--- src/ltm_params.svh ---
// offsets, field positions, reset values and timing counts of the tolerance timer block
`ifndef LTM_PARAMS_SVH
`define LTM_PARAMS_SVH

// register byte offsets
`define LTM_OFS_IDLE_FAST 8'hE0
`define LTM_OFS_IDLE_SLOW 8'hE4
`define LTM_OFS_ACT_FAST 8'hE8
`define LTM_OFS_ACT_SLOW 8'hEC
`define LTM_OFS_INACT_FAST 8'hF0
`define LTM_OFS_INACT_SLOW 8'hF4
`define LTM_OFS_CONTROL 8'hF8
`define LTM_OFS_STATUS 8'hFC

// field positions
`define LTM_BELT_W 12
`define LTM_BELT_FAST_LSB 16
`define LTM_BELT_SLOW_LSB 0
`define LTM_RELOAD_W 16
`define LTM_RELOAD_FAST_LSB 16
`define LTM_RELOAD_SLOW_LSB 0
`define LTM_CTRL_ENABLE_BIT 0
`define LTM_STAT_COUNT_LSB 0
`define LTM_STAT_BELT_LSB 16
`define LTM_STAT_IDLE_BIT 28
`define LTM_STAT_COUNTING_BIT 29
`define LTM_STAT_SPEED_LSB 30

// writable bits of each register; bus writes clear reserved bits, an image load or restore stores them unmasked
`define LTM_MASK_BELT_PAIR 32'h0FFF_0FFF
`define LTM_MASK_BELT_ONE 32'h0000_0FFF
`define LTM_MASK_RELOAD_PAIR 32'hFFFF_FFFF
`define LTM_MASK_RELOAD_ONE 32'h0000_FFFF
`define LTM_MASK_CONTROL 32'h0000_0001

// reset values when no image was loaded
`define LTM_RESET_WORD 32'h0000_0000
`define LTM_RESET_CONTROL 32'h0000_0000

// timing: one timer unit and the core clock rate
`define LTM_TICK_US 100
`define LTM_CLK_MHZ 10
`define LTM_TICK_CYCLES (`LTM_TICK_US * `LTM_CLK_MHZ)

`endif

--- src/ltm_pkg.sv ---
// types shared by the tolerance timer block
package ltm_pkg;

  typedef enum logic [1:0] {
    speed_10m = 2'h0,
    speed_100m = 2'h1,
    speed_gig = 2'h2
  } link_speed_t;

  // gray along busy -> counting -> idle
  typedef enum logic [1:0] {
    st_busy = 2'h0,
    st_counting = 2'h1,
    st_idle = 2'h3
  } tol_state_t;

  typedef struct packed {
    logic [31:0] idle_tolerance_fast;
    logic [31:0] idle_tolerance_slow;
    logic [31:0] active_tolerance_fast;
    logic [31:0] active_tolerance_slow;
    logic [31:0] inactivity_reload_fast;
    logic [31:0] inactivity_reload_slow;
  } ltm_image_t;

  typedef struct packed {
    logic usb_bound_empty;
    logic usb_inbound_empty;
    logic eth_receive_empty;
    logic eth_transmit_empty;
    logic bulk_out_pending;
  } activity_t;

  typedef struct packed {
    logic valid;
    logic idle;
    logic [11:0] belt;
  } ltm_msg_t;

endpackage : ltm_pkg

--- src/ltm_tick_divider.sv ---
// divider that makes the one-cycle timer unit pulse from the core clock
`include "ltm_params.svh"

module ltm_tick_divider #(
  parameter int unsigned CYCLES = `LTM_TICK_CYCLES
) (
  input wire logic clock,
  input wire logic rst,
  input wire logic restart,
  output logic tick
);
  localparam int unsigned W = (CYCLES > 1) ? $clog2(CYCLES) : 1;

  logic [W-1:0] cnt_q;
  logic [W-1:0] cnt_d;
  logic tick_w;

  // restart realigns the unit so the first decrement after a load is a full unit
  always_comb begin
    tick_w = (cnt_q == W'(CYCLES - 1));
    if (restart || tick_w) begin
      cnt_d = '0;
    end else begin
      cnt_d = W'(cnt_q + 1'b1);
    end
  end

  always_ff @(posedge clock or posedge rst) begin
    if (rst) begin
      cnt_q <= '0;
    end else begin
      cnt_q <= cnt_d;
    end
  end

  assign tick = tick_w && !restart;

endmodule : ltm_tick_divider

--- src/ltm_belt_timer.sv ---
// latency tolerance inactivity timer and tolerance value selection
//
// The implementer's own choice: the plain strobed port.
`include "ltm_params.svh"

module ltm_belt_timer #(
  parameter int unsigned TICK_CYCLES = `LTM_TICK_CYCLES
) (
  input wire logic clock,
  input wire logic rst,
  input wire logic usb_reset,
  input wire logic lite_reset,
  input wire logic image_load,
  input wire ltm_pkg::ltm_image_t image,
  input wire ltm_pkg::link_speed_t link_speed,
  input wire ltm_pkg::activity_t activity,
  input wire logic [7:0] reg_addr,
  input wire logic [31:0] reg_wdata,
  input wire logic reg_wr,
  input wire logic reg_rd,
  output logic [31:0] reg_rdata,
  output logic [11:0] belt_value,
  output logic tolerance_idle,
  output ltm_pkg::ltm_msg_t ltm_msg
);
  import ltm_pkg::*;

  ltm_image_t cfg_q;
  ltm_image_t cfg_d;
  ltm_image_t shadow_q;
  ltm_image_t shadow_d;
  logic enable_q;
  logic enable_d;
  tol_state_t state_q;
  tol_state_t state_d;
  logic [15:0] count_q;
  logic [15:0] count_d;
  logic [11:0] belt_q;
  logic [11:0] belt_d;
  logic [11:0] belt_sel;
  logic [15:0] reload_sel;
  logic [2:0] key_now;
  logic [2:0] key_last_q;
  ltm_msg_t msg_q;
  ltm_msg_t msg_d;
  logic [31:0] rdata_q;
  logic [31:0] rdata_d;
  logic [31:0] status_word;
  logic quiet;
  logic tick;
  logic load;
  logic is_idle;

  // unit pulse; a load realigns it
  ltm_tick_divider #(
    .CYCLES(TICK_CYCLES)
  ) u_tick (
    .clock(clock),
    .rst(rst),
    .restart(load),
    .tick(tick)
  );

  // all four fifos empty, nothing pending on bulk out, and the feature on
  assign quiet = enable_q && activity.usb_bound_empty && activity.usb_inbound_empty
    && activity.eth_receive_empty && activity.eth_transmit_empty
    && !activity.bulk_out_pending;
  assign is_idle = (state_q == st_idle);

  // reload value picked by link speed; the unused code falls back to 10M
  always_comb begin
    case (link_speed)
      speed_gig: begin
        reload_sel = cfg_q.inactivity_reload_fast[`LTM_RELOAD_FAST_LSB +: `LTM_RELOAD_W];
      end
      speed_100m: begin
        reload_sel = cfg_q.inactivity_reload_fast[`LTM_RELOAD_SLOW_LSB +: `LTM_RELOAD_W];
      end
      default: begin
        reload_sel = cfg_q.inactivity_reload_slow[`LTM_RELOAD_SLOW_LSB +: `LTM_RELOAD_W];
      end
    endcase
  end

  // tolerance value for the current state and speed
  always_comb begin
    case (link_speed)
      speed_gig: begin
        belt_sel = is_idle ? cfg_q.idle_tolerance_fast[`LTM_BELT_FAST_LSB +: `LTM_BELT_W]
          : cfg_q.active_tolerance_fast[`LTM_BELT_FAST_LSB +: `LTM_BELT_W];
      end
      speed_100m: begin
        belt_sel = is_idle ? cfg_q.idle_tolerance_fast[`LTM_BELT_SLOW_LSB +: `LTM_BELT_W]
          : cfg_q.active_tolerance_fast[`LTM_BELT_SLOW_LSB +: `LTM_BELT_W];
      end
      default: begin
        belt_sel = is_idle ? cfg_q.idle_tolerance_slow[`LTM_BELT_SLOW_LSB +: `LTM_BELT_W]
          : cfg_q.active_tolerance_slow[`LTM_BELT_SLOW_LSB +: `LTM_BELT_W];
      end
    endcase
  end

  // inactivity state machine; any activity wins over an expiry in the same cycle
  always_comb begin
    state_d = state_q;
    count_d = count_q;
    load = 1'b0;
    case (state_q)
      st_busy: begin
        if (quiet) begin
          load = 1'b1;
          count_d = reload_sel;
          state_d = st_counting;
        end
      end
      st_counting: begin
        if (!quiet) begin
          state_d = st_busy;
        end else if (count_q == 16'h0000) begin
          state_d = st_idle;
        end else if (tick) begin
          count_d = 16'(count_q - 16'h0001);
        end
      end
      st_idle: begin
        if (!quiet) begin
          state_d = st_busy;
        end
      end
      default: begin
        state_d = st_busy;
      end
    endcase
  end

  always_ff @(posedge clock or posedge rst) begin
    if (rst) begin
      state_q <= st_busy;
      count_q <= 16'h0000;
    end else begin
      state_q <= state_d;
      count_q <= count_d;
    end
  end

  // message on each entry to or exit from idle and each change of speed, carrying the value now in force
  assign key_now = {is_idle, link_speed};
  always_comb begin
    belt_d = belt_sel;
    msg_d = '0;
    if (key_now != key_last_q) begin
      msg_d.valid = 1'b1;
      msg_d.idle = is_idle;
      msg_d.belt = belt_sel;
    end
  end

  always_ff @(posedge clock or posedge rst) begin
    if (rst) begin
      belt_q <= 12'h000;
      msg_q <= '0;
      key_last_q <= 3'h0;
    end else begin
      belt_q <= belt_d;
      msg_q <= msg_d;
      key_last_q <= key_now;
    end
  end

  assign belt_value = belt_q;
  assign tolerance_idle = is_idle;
  assign ltm_msg = msg_q;

  // configuration: image load beats a restore, a restore beats a bus write
  always_comb begin
    shadow_d = shadow_q;
    cfg_d = cfg_q;
    enable_d = enable_q;
    if (image_load) begin
      shadow_d = image;
      cfg_d = image;
    end else if (usb_reset || lite_reset) begin
      cfg_d = shadow_q;
    end else if (reg_wr) begin
      case (reg_addr)
        `LTM_OFS_IDLE_FAST: begin
          cfg_d.idle_tolerance_fast = reg_wdata & `LTM_MASK_BELT_PAIR;
        end
        `LTM_OFS_IDLE_SLOW: begin
          cfg_d.idle_tolerance_slow = reg_wdata & `LTM_MASK_BELT_ONE;
        end
        `LTM_OFS_ACT_FAST: begin
          cfg_d.active_tolerance_fast = reg_wdata & `LTM_MASK_BELT_PAIR;
        end
        `LTM_OFS_ACT_SLOW: begin
          cfg_d.active_tolerance_slow = reg_wdata & `LTM_MASK_BELT_ONE;
        end
        `LTM_OFS_INACT_FAST: begin
          cfg_d.inactivity_reload_fast = reg_wdata & `LTM_MASK_RELOAD_PAIR;
        end
        `LTM_OFS_INACT_SLOW: begin
          cfg_d.inactivity_reload_slow = reg_wdata & `LTM_MASK_RELOAD_ONE;
        end
        `LTM_OFS_CONTROL: begin
          enable_d = reg_wdata[`LTM_CTRL_ENABLE_BIT];
        end
        default: begin
          enable_d = enable_q;
        end
      endcase
    end
  end

  // image shadow starts at zero so an absent image restores to zero
  always_ff @(posedge clock or posedge rst) begin
    if (rst) begin
      shadow_q <= {6{`LTM_RESET_WORD}};
      cfg_q <= {6{`LTM_RESET_WORD}};
      enable_q <= 1'b0;
    end else begin
      shadow_q <= shadow_d;
      cfg_q <= cfg_d;
      enable_q <= enable_d;
    end
  end

  // read data stand only in the cycle after the strobe, zero otherwise
  always_comb begin
    status_word = '0;
    status_word[`LTM_STAT_COUNT_LSB +: 16] = count_q;
    status_word[`LTM_STAT_BELT_LSB +: `LTM_BELT_W] = belt_q;
    status_word[`LTM_STAT_IDLE_BIT] = is_idle;
    status_word[`LTM_STAT_COUNTING_BIT] = (state_q == st_counting);
    status_word[`LTM_STAT_SPEED_LSB +: 2] = link_speed;
    rdata_d = '0;
    if (reg_rd) begin
      case (reg_addr)
        `LTM_OFS_IDLE_FAST: rdata_d = cfg_q.idle_tolerance_fast;
        `LTM_OFS_IDLE_SLOW: rdata_d = cfg_q.idle_tolerance_slow;
        `LTM_OFS_ACT_FAST: rdata_d = cfg_q.active_tolerance_fast;
        `LTM_OFS_ACT_SLOW: rdata_d = cfg_q.active_tolerance_slow;
        `LTM_OFS_INACT_FAST: rdata_d = cfg_q.inactivity_reload_fast;
        `LTM_OFS_INACT_SLOW: rdata_d = cfg_q.inactivity_reload_slow;
        `LTM_OFS_CONTROL: rdata_d = {31'h0000_0000, enable_q};
        `LTM_OFS_STATUS: rdata_d = status_word;
        default: rdata_d = '0;
      endcase
    end
  end

  always_ff @(posedge clock or posedge rst) begin
    if (rst) begin
      rdata_q <= '0;
    end else begin
      rdata_q <= rdata_d;
    end
  end

  assign reg_rdata = rdata_q;

  // helper: cycles since the last unit pulse or realignment
  logic [15:0] gap_q;
  logic [15:0] gap_d;
  localparam logic [15:0] TICK_LAST = 16'(TICK_CYCLES - 1);
  always_comb begin
    gap_d = (tick || load) ? 16'h0000 : 16'(gap_q + 16'h0001);
  end

  always_ff @(posedge clock or posedge rst) begin
    if (rst) begin
      gap_q <= 16'h0000;
    end else begin
      gap_q <= gap_d;
    end
  end
endmodule : ltm_belt_timer

--- config.mk ---
export PLATFORM = sky130hd
export DESIGN_NAME = ltm_belt_timer
export DESIGN_NICKNAME = d
export VERILOG_FILES = /design/src/ltm_pkg.sv /design/src/ltm_tick_divider.sv /design/src/ltm_belt_timer.sv
export VERILOG_INCLUDE_DIRS = /design/src
export SDC_FILE = /design/constraint.sdc
export NUM_CORES = 1
export LEC_CHECK = 0
export ABC_AREA = 1
export BUFFER_PORTS_ARGS = -buffer_cell sky130_fd_sc_hd__buf_2
export CORE_UTILIZATION = 25
export DETAILED_ROUTE_END_ITERATION = 6
export HOLD_SLACK_MARGIN = 0.02
export PLACE_DENSITY = 0.45
export SLEW_MARGIN = 20
export SYNTH_ARGS = -nofsm -noshare
export SYNTH_HDL_FRONTEND = slang
export SYNTH_SLANG_ARGS = --single-unit
--- constraint.sdc ---
create_clock -name clock -period 12.55 [get_ports clock]
set_clock_uncertainty 0.05 [all_clocks]
set_input_delay 0 -clock clock [delete_from_list [all_inputs] [get_ports clock]]
set_output_delay 0 -clock clock [all_outputs]
set_load 0.1 [all_outputs]
==> impl.org <==
** Outcome
- Status :: complete, but fails checks
- Failing checks :: design-rule violations

** STA
- Worst slew margin :: about 27%
- At the pin with the least slew margin, the transition time is approximately 1.1 ns.
- RSZ-0062 raised after global routing :: false
- Setup violations remaining at the end of the flow were counted as 0.
- In the final timing run, aggregate negative setup slack is 0 ns.
- Based on the critical path, the design can be clocked at up to approximately 330 MHz.
- Min Hold Slack :: 0.0240 ns
- The worst path uses 24.0% of the clock period.
- Final worst path period need :: about 3 ns
- The number of endpoints with negative hold slack in the final report was 0.
- Max-slew violation total from the final report :: 0

** Critical path
- The worst setup path is launched from an input port.
- Most repeated library cell on the critical path :: sky130_fd_sc_hd__nand2_1
- Delay of the slowest cell on the worst path :: roughly 0.73 ns
- Critical-path cell list :: dlygate4sd3_1 > buf_2 > inv_1 > nor3_4 > buf_4 > buf_4 > and2_1 > nand2_1 > nand2_1 > nand2_1 > nand2_1
- For the worst setup path, the data arrival time is 3.50 ns.
- Biggest fanout along the worst timing path :: just under 80
- STA classifies the critical path endpoint as a register.
- Setup Crit Path Kind :: input port to register
- Req. time, crit path :: 13.04 ns
- For this design, the slowest cell found on the critical path is sky130_fd_sc_hd__buf_4.

** Floorplan
- Die footprint :: ~91000 µm²
- Boundary pin count :: roughly 310
- After floorplanning, the core was sized to cover ~89000 µm².
- In this run the vertical extent of the chip is 302 µm.
- For this configuration, the core starts out at a cell density of around 25%.
- The die is roughly 300 µm wide.
- In this run the core area contains around 110 standard-cell rows.

** Place
- Post-DP Area :: ~25000 µm²
- Routability-driven placement finished with a final weighted congestion of between 0.8 and 0.9.
- Number of buffers inserted by port buffering :: between 300 and 400
- Detailed Place HPWL :: 68200 µm

** Global routing
- GRT met1 Usage :: between 20% and 30%
- Largest net degree at the start of global routing :: 166
- The initial antenna violation count was 4.
- GRT met2 Usage :: about a third
- After global routing, the most crowded layer is met2.
- After global routing the overflow that remains totals 0.
- Global routing consumed, over all layers together, 20.9% of the routing resources.
- Met3 GRT Util :: under 10%
- The first global-routing pass estimated ~140000 µm of wire.
- The number of global-route vias before repair came to around 21000.

** Clock tree
- TritonCTS clock tree :: done
- The clock passes through at most 3 buffers.
- Clock-pin slew was measured on the worst setup and hold paths at 0.06 ns.
- The clock tree synthesis step divided the H-tree into 2 levels.
- The clock drives about 470 sinks.
- Clock latency on the worst-skew pair :: roughly 0.6 ns
- Clock tree synthesis selected as its root buffer the cell sky130_fd_sc_hd__clkbuf_16.
- Number of setup buffers added after CTS :: 0
- TritonCTS created between 50 and 60 clock buffers.
- Post-CTS repair changed the size of 0 cells.

** Synth
- sky130_fd_sc_hd__dfrtp_1 takes more of the synthesized area than any other cell.
- Synthesized net count :: a little over 3000
- The commonest cells after synthesis are sky130_fd_sc_hd__nand2_1, sky130_fd_sc_hd__dfrtp_1, sky130_fd_sc_hd__nand3_1.
- Synthesized area divided by synthesized cell count :: 8.01 µm²
- Of the post-synthesis cell area, the dominant cell type holds a little over half.
- After synthesis, the netlist uses 35 different library cells.
- The synthesized design contains ~470 register bits.
- The mapped netlist covers roughly 22000 µm².
- Largest cells by area after synthesis :: sky130_fd_sc_hd__dfrtp_1, sky130_fd_sc_hd__nand2_1, sky130_fd_sc_hd__nand3_1
- In this run, synthesis inferred 0 flip-flops with an integrated enable.
- Synthesis produced around 2800 cells.
- Leading cell type by number of instances after synthesis :: sky130_fd_sc_hd__nand2_1
- Flip-flop cell with the highest count after synthesis :: sky130_fd_sc_hd__dfrtp_1
- Of all flip-flops after synthesis, the portion carrying an async set or reset was 100%.
- Of the synthesized area, sequential elements account for a little over half.
- Yosys printed 0 warnings.

** Final layout
- From synthesis to final layout, the design area changed by 30.6%.
- Fill cells in the final layout number 9602.
- In the final layout, the share of cells above drive strength 1 is about an eighth.
- Layout Nets :: 3530
- After routing the design area is between 20000 and 30000 µm².

** Power
- Leakage :: between 10 and 15 nW
- Clock share of power :: about two fifths
- The internal portion of the total power is 0.00279 W.
- Fraction of power spent switching nets :: ~31%
- Net switching power figure :: ~0.0012 W
- Power Total :: about 0.004 W
- In this run the power density over the cells is between 100 and 150 nW/µm².
- Of the total power, combinational logic draws between 10% and 20%.
- IR analysis of the VDD net gives a maximum drop of roughly 0.12 mV.
- Sequential cells burn 44.3% of the power.

** Detailed routing
- For this block, the initial DRC count from the detailed router was between 1500 and 2000.
- Dividing the detail-routed via count by the number of cells gives 4.75.
- For this run, design rule violations remaining after detail routing come to 30.
- The pre-antenna-repair detailed-routing pass consisted of 7 iterations.
- Once detail routing completed, the nets flagged for antenna violations numbered 0.
- After detailed routing, the average wire length per cell comes to between 20 and 25 µm.
- Wires add up to approximately 96000 µm.
- Detailed-route via count :: 21342

** Run
- Max capacitance violation total :: 0

** Min path
- The min-delay analysis places its worst path in the category input port to register.
-- power groups by stage --
stage          Sequential [W]  Combinational [W]  Clock (W)
2_1_floorplan         0.00185           0.000290          0
3_3_place_gp          0.00181           0.000576          0
3_5_place_dp          0.00181           0.000580          0
4_1_cts               0.00178           0.000647    0.00163
5_1_grt               0.00180           0.000705    0.00169
6_report              0.00178           0.000641    0.00160
-- layout by cell type (no fill, tap or decap), drive strengths merged, types with 2 or more instances in the layout --
| master | netlist | layout |
|---|---|---|
| a21oi | 127 | 127 |
| buf | 98 | 333 |
| clkbuf | 77 | 86 |
| clkinv | 2 | 18 |
| dfrtp | 474 | 474 |
| diode | 0 | 4 |
| dlygate4sd3 | 0 | 259 |
| ha | 5 | 5 |
| inv | 210 | 209 |
| nand2 | 937 | 937 |
| nand3 | 273 | 273 |
| nand4 | 4 | 4 |
| nor2 | 195 | 195 |
| nor3 | 6 | 6 |
| nor3b | 3 | 3 |
| o211a | 12 | 12 |
| o211ai | 88 | 88 |
| o21ai | 198 | 198 |
| o21bai | 9 | 9 |
| o22ai | 10 | 10 |
| o311ai | 68 | 68 |
| xnor2 | 3 | 3 |
| xor2 | 2 | 2 |
-- per-stage QoR --
| step | std cells | utilization (%) | worst slack (ns) |
|---|---|---|---|
| final | 4493 | 33.1 | 9.54 |
| after global routing | 4489 | 33.1 | 9.17 |
| after CTS | 4489 | 33.1 | 9.52 |
| after detailed placement | 4128 | 28.2 | 9.38 |
| after global placement | 4128 | 28.2 | 9.43 |
| after floorplan | 2805 | - | 6.08 |
-- layer usage --
layer | up-vias | part of all wire [%] | wire (µm)
li1 | 10170 | - | -
met1 | 10419 | 44 | 42100
met2 | 617 | 48 | 45800
met3 | 132 | 4.8 | 4570
met4 | 4 | 3.5 | 3390
met5 | - | 0.022 | 21
-- final timing paths --
| kind | startpoint | endpoint | slack, ns | cells after the start |
|---|---|---|---|---|
| max in group asynchronous | rst | shadow_q[29] | 9.65 | 6 |
| min in group asynchronous | rst | shadow_q[179] | 0.04 | 3 |
| hold / removal | reg_wdata[17] | cfg_q[113] | 0.02 | 5 |
| hold reg to reg | shadow_q[146] | shadow_q[146] | 0.41 | 2 |
| setup reg to reg | state_q[1] | ltm_msg[1] | 9.99 | 5 |
| setup / recovery | reg_addr[5] | cfg_q[177] | 9.54 | 11 |
-- cells by family (layout without fill, tap and decap cells) --
kind of cell    Yosys count  count (layout)  share of synthesized area, %
other cells               0               4                             0
simple gates           1420            1420                          25.6
flops                   474             474                          52.8
xor+xnor                  5               5                         0.195
compound gates          514             514                          14.1
buf+inv                 387             906                          7.05
fa+ha+maj                 5               5                         0.279
-- layout make-up --
type / instances / area, µm² / share of cell area [%]
inverter: 212 / 802 / 2.73
clock inverter: 16 / 95.1 / 0.324
sequential: 474 / 11900 / 40.4
clock buffer: 86 / 1670 / 5.71
timing repair buffer: 592 / 4370 / 14.9
tap: 1165 / 1460 / 4.97
multi-input combinational: 1944 / 9070 / 30.9
antenna: 4 / 10.0 / 0.0341
-- repair_timing --
item                                    in CTS  in global routing
hold buffers                               259                  0
endpoints found under the setup margin       0                  0
endpoints found under the hold margin      429                  0
-- worst max-delay path, delay by kind of cell --
family | cells | cell delay, ns
and+or+nand+nor | 6 | 1.52
buffers and inverters | 5 | 1.92
-- flip-flops by register name, summed over array words and instances, names as in the netlist --
register      cells
u_tick.cnt_q     10
enable_q          1
key_last_q        3
count_q          16
shadow_q        192
ltm_msg          14
reg_rdata        32
state_q           2
cfg_q           192
belt_value       12
Note: power is estimated with default switching activity, not from simulation.
